$ cat config.mk
export PLATFORM = sky130hd
export DESIGN_NAME = tei_block
export DESIGN_NICKNAME = d
export VERILOG_FILES = /design/src/verilog/tei_pkg.sv /design/src/verilog/tei_pin_sync.sv /design/src/verilog/tei_block.sv
export SDC_FILE = /design/constraint.sdc
export NUM_CORES = 1
export LEC_CHECK = 0
export ABC_AREA = 1
export BUFFER_PORTS_ARGS = -buffer_cell sky130_fd_sc_hd__buf_4
export CAP_MARGIN = 30
export CORE_ASPECT_RATIO = 0.75
export CORE_UTILIZATION = 29
export DETAILED_ROUTE_END_ITERATION = 12
export GPL_ROUTABILITY_DRIVEN = 0
export RECOVER_POWER = 100
export SYNTH_ARGS = -nofsm -noshare
export SYNTH_HDL_FRONTEND = slang
export SYNTH_HIERARCHICAL = 1
export SYNTH_SLANG_ARGS = --single-unit
$ cat constraint.sdc
create_clock -name clk_i -period 1.6 [get_ports clk_i]
set_clock_uncertainty 0.05 [all_clocks]
set_input_delay 0.24 -clock clk_i [delete_from_list [all_inputs] [get_ports clk_i]]
set_output_delay 0.24 -clock clk_i [all_outputs]
set_load 0.02 [all_outputs]
$ cat src/verilog/tei_pkg.sv
package tei_pkg;

  // ==========================================================
  // register map
  localparam logic [7:0] TEI_SECT_EN_OFF = 8'h01;
  localparam logic [7:0] TEI_BLK_IRQ_EN_OFF = 8'h20;
  localparam logic [7:0] TEI_BLK_IRQ_ST_OFF = 8'h21;

  // ==========================================================
  // field positions and reset values
  localparam int TEI_NUM_CH = 3;
  localparam int TEI_NUM_TX = 2;
  localparam int TEI_SECT_TX_LSB = 0;
  localparam int TEI_SECT_RX_LSB = 4;
  localparam logic [7:0] TEI_SECT_EN_RST = 8'h00;
  localparam logic [2:0] TEI_BLK_IRQ_EN_RST = 3'h0;
  localparam logic [2:0] TEI_BLK_IRQ_ST_RST = 3'h0;
  localparam logic [7:0] TEI_SECT_EN_MASK = 8'h77;

  // ==========================================================
  // carriers
  typedef struct packed {
    logic [7:0] addr;
    logic [7:0] wdata;
    logic wr;
    logic rd;
  } tei_reg_req_type;

  typedef struct packed {
    logic pos;
    logic neg;
    logic oe_n;
  } tei_line_type;

endpackage

$ cat src/verilog/tei_pin_sync.sv
`timescale 1ns/100ps
// three-stage pin synchroniser; output moves only when stages two and three agree
module tei_pin_sync #(
  parameter int WIDTH = 2
) (
  input wire logic clk_i,
  input wire logic rst_n_i,
  input wire logic [WIDTH-1:0] pin_i,
  output logic [WIDTH-1:0] level_o
);

  logic [WIDTH-1:0] s1_q;
  logic [WIDTH-1:0] s2_q;
  logic [WIDTH-1:0] s3_q;

  initial begin
    if (WIDTH < 1) begin
      $error("tei_pin_sync: WIDTH must be at least 1");
    end
  end

  always_ff @(posedge clk_i or negedge rst_n_i) begin
    if (!rst_n_i) begin
      s1_q <= '0;
      s2_q <= '0;
      s3_q <= '0;
    end else begin
      s1_q <= pin_i;
      s2_q <= s1_q;
      s3_q <= s2_q;
    end
  end

  // s1 feeds only s2; a change counts once s2 and s3 agree
  always_ff @(posedge clk_i or negedge rst_n_i) begin
    if (!rst_n_i) begin
      level_o <= '0;
    end else begin
      for (int i = 0; i < WIDTH; i++) begin
        if (s2_q[i] == s3_q[i]) begin
          level_o[i] <= s3_q[i];
        end
      end
    end
  end

endmodule

$ cat src/verilog/tei_block.sv
`timescale 1ns/100ps
// How it works
// - channel 1 driver bit resets 0; 1 drives pulses while its synchronised driver pin is high, 0 tri-states both line outputs
// - channel 0 driver bit resets 0; 1 drives pulses while its synchronised driver pin is high, 0 tri-states both line outputs
// - block interrupt enable at 0x20: bits 2..0 read/write reset 0, 7..3 read zero
// - a channel with block enable 0 raises no interrupt at all
// - a cause requests interrupt only with source enable and block enable both set
// - channel 1 and 0 enable bits gate their channel like the channel 2 bit
// - status flag per channel set when pending, cleared after source status read
module tei_block
  import tei_pkg::*;
#(
  parameter int NUM_TX = TEI_NUM_TX
) (
  input wire logic clk_i,
  input wire logic rst_n_i,
  input wire tei_reg_req_type reg_req_i,
  output logic [7:0] reg_rdata_o,
  input wire logic [TEI_NUM_CH-1:0] src_irq_i,
  input wire logic [TEI_NUM_CH-1:0] src_status_read_i,
  input wire logic [NUM_TX-1:0] driver_on_pin_i,
  input wire logic [NUM_TX-1:0] tx_pos_i,
  input wire logic [NUM_TX-1:0] tx_neg_i,
  output tei_line_type [NUM_TX-1:0] line_o,
  output logic [2:0] rx_section_on_o,
  output logic irq_o
);

  logic [7:0] sect_en_q;
  logic [2:0] blk_en_q;
  logic [2:0] pend_q;
  logic [NUM_TX-1:0] pin_on;
  logic [NUM_TX-1:0] tx_active;
  logic wr_sect;
  logic wr_blk_en;

  initial begin
    if (NUM_TX != TEI_NUM_TX) begin
      $error("tei_block: NUM_TX must equal the two software-driven channels");
    end
  end

  // ==========================================================
  // register writes
  assign wr_sect = reg_req_i.wr && (reg_req_i.addr == TEI_SECT_EN_OFF);
  assign wr_blk_en = reg_req_i.wr && (reg_req_i.addr == TEI_BLK_IRQ_EN_OFF);

  always_ff @(posedge clk_i or negedge rst_n_i) begin
    if (!rst_n_i) begin
      sect_en_q <= TEI_SECT_EN_RST;
    end else if (wr_sect) begin
      sect_en_q <= reg_req_i.wdata & TEI_SECT_EN_MASK;
    end
  end

  always_ff @(posedge clk_i or negedge rst_n_i) begin
    if (!rst_n_i) begin
      blk_en_q <= TEI_BLK_IRQ_EN_RST;
    end else if (wr_blk_en) begin
      blk_en_q <= reg_req_i.wdata[2:0];
    end
  end

  // ==========================================================
  // register reads; unmapped offsets and reserved bits read zero
  // upper bits zero
  always_ff @(posedge clk_i or negedge rst_n_i) begin
    if (!rst_n_i) begin
      reg_rdata_o <= 8'h00;
    end else if (reg_req_i.rd) begin
      case (reg_req_i.addr)
        TEI_SECT_EN_OFF: reg_rdata_o <= sect_en_q;
        TEI_BLK_IRQ_EN_OFF: reg_rdata_o <= {5'h00, blk_en_q};
        TEI_BLK_IRQ_ST_OFF: reg_rdata_o <= {5'h00, pend_q};
        default: reg_rdata_o <= 8'h00;
      endcase
    end
  end

  assign rx_section_on_o = sect_en_q[TEI_SECT_RX_LSB +: 3];

  // ==========================================================
  // transmit drivers
  tei_pin_sync #(
    .WIDTH(NUM_TX)
  ) u_pin_sync (
    .clk_i(clk_i),
    .rst_n_i(rst_n_i),
    .pin_i(driver_on_pin_i),
    .level_o(pin_on)
  );

  assign tx_active = sect_en_q[TEI_SECT_TX_LSB +: NUM_TX] & pin_on;

  genvar g;
  generate
    for (g = 0; g < NUM_TX; g++) begin : gen_tx
      always_ff @(posedge clk_i or negedge rst_n_i) begin
        if (!rst_n_i) begin
          line_o[g] <= '{pos: 1'b0, neg: 1'b0, oe_n: 1'b1};
        end else begin
          line_o[g].pos <= tx_active[g] & tx_pos_i[g];
          line_o[g].neg <= tx_active[g] & tx_neg_i[g];
          line_o[g].oe_n <= ~tx_active[g];
        end
      end

    end
  endgenerate

  // ==========================================================
  // block-level pending flags; a set wins over a clear
  // both enables needed
  always_ff @(posedge clk_i or negedge rst_n_i) begin
    if (!rst_n_i) begin
      pend_q <= TEI_BLK_IRQ_ST_RST;
    end else begin
      pend_q <= (src_irq_i & blk_en_q) | (pend_q & ~src_status_read_i);
    end
  end

  assign irq_o = |(pend_q & blk_en_q);

  // ==========================================================
  // per-channel interrupt checks; each channel must obey the same gates
  genvar c;
  generate
    for (c = 0; c < TEI_NUM_CH; c++) begin : gen_irq_chk

    end
  endgenerate
endmodule

==> impl_metrics.yaml <==
status:
  outcome: "finished clean"
critical_path:
  timing.rr.end: "reg_rdata_o[1]"
  cp.required_ns: 1.31
  number_of_cells_on_the_worst_reg_to_reg_path: 4
  r2r_start: "blk_en_q[1]"
  timing.critical_path.fanout_max: 4
  r2r_setup_slack_ns: 0.73
  worstSetupEndpointType: "output pin"
  timing.critical_path.from_type: "flip-flop"
  cp.arrival_ns: 1.08
  critical_path_class: "reg -> out"
min_path:
  min_from: "driver_on_pin_i[0]"
  timing.hold.worst.class: "in -> reg"
  hold_path_end: "u_pin_sync/s1_q[0]"
  whs_path_depth: 1
power:
  power.ir.vdd_worst_uv: 457.8
  pwr_density_cell_nw_per_um2: 933.3
  power.leakage_nw: 0.9013
  total_power_mw: 1.637
layout:
  area.growth.synth_to_final_pct: 26.53
  drive_above_1_share_pct: 26.15
  finish.net_count: 226
  final_cell_mix: "sky130_fd_sc_hd__nand2_1 (37), sky130_fd_sc_hd__dfrtp_1 (30), sky130_fd_sc_hd__buf_4 (25)"
  final_design_instance_area_without_fill_um2: 1754
  filler_cell_count: 476
  layout.cells.most_common: "sky130_fd_sc_hd__nand2_1"
  num_antenna_cells: 0
  finalCoreUtilization_pct: 38.82
timing:
  finalSetupViolCount: 0
  max_slew.worst_pin.slew_ns: 0.7783
  slew-limit-headroom_pct: 48.11
  finalHoldViolCount: 0
  final_min_period_over_clock_period_pct: 85.85
  fin_tns_setup_ns: 0
  post-route-min-period_ns: 1.374
  finalHoldWorstSlack_ns: 0.03962
  rsz0062_at_grt: "false"
  max_freq_mhz: 728.0
  timing.final.max_slew_violations: 0
cts:
  cts_sinks: 32
  clock_tree.root_cell: "sky130_fd_sc_hd__clkbuf_8"
  ctsResizeCount: 0
  setup_fix_buffers_added_after_clock_tree_synthesis: 0
  cts_made_buffers: 5
  tritoncts: "yes"
  cts-root-to-sink-buffers: 2
  clkTransAtPathRegs_ns: 0.06
  cts_max_level: 2
  clk-insertion-delay-late_ns: 0.28
drt:
  drc: 0
  drtIter0Drc: 32
  wl_per_cell_um: 10.33
  detail_route.vias_per_cell: 4.087
  detailroute.via_count: 1030
  antenna_violating_nets_post_route: 0
  wirelength_um: 2603
  drtPass1Iterations: 4
grt:
  antenna_found_initial: 0
  first_global_vias: 893
  grt_pass1_wl_um: 4174
  globalRoute.totalOverflow: 0
  grt_start_max_net_pins: 33
  grt.total_usage_pct: 11.52
synthesis:
  yosys.cell_types.count: 22
  synth_seq_area_share_pct: 57.94
  post_synthesis_area_per_instance_um2: 9.561
  synthesis.area_um2: 1386
  postSynthCellCount: 145
  synth-seq-cells: 32
  synth_warnings: 6
floorplanning:
  die_width_um: 81.84
  initial_core_utilization_pct: 30.68
  fp-row-count: 21
  design.core.area_um2: 4519
  die_h_um: 61.88
  num_io_pins: 50
  die_area_um2: 5064
placement:
  io_buffer_count: 45
  detailed_place.area_um2: 1750
  place.detailed.hpwl_um: 1895
flow_run:
  max-cap-violations: 0
==> power breakdown <==
group	switching, mW	internal (mW)
registers	0.0198	0.841
logic	0.0778	0.0683
clock network	0.288	0.343
==> worst max-delay path, stage by stage, from the launching register on <==
cell                       delay, ns
sky130_fd_sc_hd__dfrtp_1        0.39
sky130_fd_sc_hd__nand2_1        0.08
sky130_fd_sc_hd__nand3_1        0.09
sky130_fd_sc_hd__clkbuf_1       0.24
==> synth_stat cells <==
cell / n / area [µm²]
sky130_fd_sc_hd__nand3_1: 13 / 65.06
sky130_fd_sc_hd__o21ai_0: 3 / 15.01
sky130_fd_sc_hd__o21ai_2: 5 / 43.79
sky130_fd_sc_hd__a21oi_2: 1 / 8.760
sky130_fd_sc_hd__nor2_8: 2 / 40.04
sky130_fd_sc_hd__nand2_2: 3 / 18.77
sky130_fd_sc_hd__nand3_4: 1 / 17.52
sky130_fd_sc_hd__dfrtp_1: 30 / 750.7
sky130_fd_sc_hd__nor2_1: 7 / 26.28
sky130_fd_sc_hd__nand3_2: 1 / 10.01
sky130_fd_sc_hd__buf_6: 1 / 11.26
sky130_fd_sc_hd__conb_1: 1 / 3.750
sky130_fd_sc_hd__o31ai_1: 1 / 7.510
sky130_fd_sc_hd__o21ai_1: 5 / 25.02
sky130_fd_sc_hd__inv_1: 18 / 67.56
sky130_fd_sc_hd__nor2_4: 1 / 11.26
sky130_fd_sc_hd__buf_4: 5 / 37.54
sky130_fd_sc_hd__a21oi_1: 2 / 10.01
sky130_fd_sc_hd__inv_2: 6 / 22.52
sky130_fd_sc_hd__nand2_1: 36 / 135.1
sky130_fd_sc_hd__dfstp_2: 2 / 52.55
sky130_fd_sc_hd__nor2_2: 1 / 6.260
==> cell families (layout without fill, tap and decap cells) <==
| group | Yosys count | count (layout) | share of synthesized area, % |
|---|---|---|---|
| buf+inv | 30 | 79 | 10.02 |
| flops | 32 | 32 | 57.94 |
| simple gates | 65 | 65 | 23.83 |
| compound gates | 17 | 17 | 7.942 |
| other cells | 1 | 2 | 0.2705 |
==> how the worst max path moves through the flow <==
stage / from / depth (start not counted) / endpoint
global placement: reg_req_i[16] / 7 / sect_en_q[5]
finish: blk_en_q[0] / 3 / irq_o
CTS: blk_en_q[0] / 3 / irq_o
global route: reg_req_i[17] / 7 / blk_en_q[2]
detailed placement: reg_req_i[16] / 7 / sect_en_q[5]
floorplan: reg_req_i[11] / 7 / sect_en_q[4]
==> through the flow <==
step / instances / setup slack [ns]
CTS: 251 / 0.2738
global placement: 242 / 0.3611
detailed placement: 242 / 0.3552
floorplan: 146 / 0.5848
finish: 252 / 0.2264
global route: 252 / 0.1659
==> what timing repair did <==
action | in CTS | in global routing
endpoints found under the hold margin | 30 | 1
hold buffers | 1 | 1
setup endpoints to repair | 0 | 0
==> routing by layer <==
metal | track usage (%) | wire length [µm]
met1 | 16.61 | 1321
met2 | 15.70 | 1027
met3 | 3.942 | 232
met4 | 4.511 | 22
met5 | 0 | 0
==> registers in the layout, indices dropped and copies added (netlist names) <==
register / count
blk_en_q: 3
line_o: 6
pend_q: 3
reg_rdata_o: 6
sect_en_q: 6
u_pin_sync/level_o: 2
u_pin_sync/s1_q: 2
u_pin_sync/s2_q: 2
u_pin_sync/s3_q: 2
==> final cells by class <==
| cell class | instances | area [µm²] | area share, % |
|---|---|---|---|
| Sequential cell | 32 | 803.3 | 45.79 |
| Multi-Input combinational cell | 84 | 401.6 | 22.90 |
| Timing Repair Buffer | 47 | 295.3 | 16.83 |
| Inverter | 24 | 90.09 | 5.136 |
| Clock buffer | 6 | 82.58 | 4.708 |
| Tap cell | 57 | 71.32 | 4.066 |
| Clock inverter | 2 | 10.01 | 0.5706 |
Note: power is estimated with default switching activity, not from simulation.
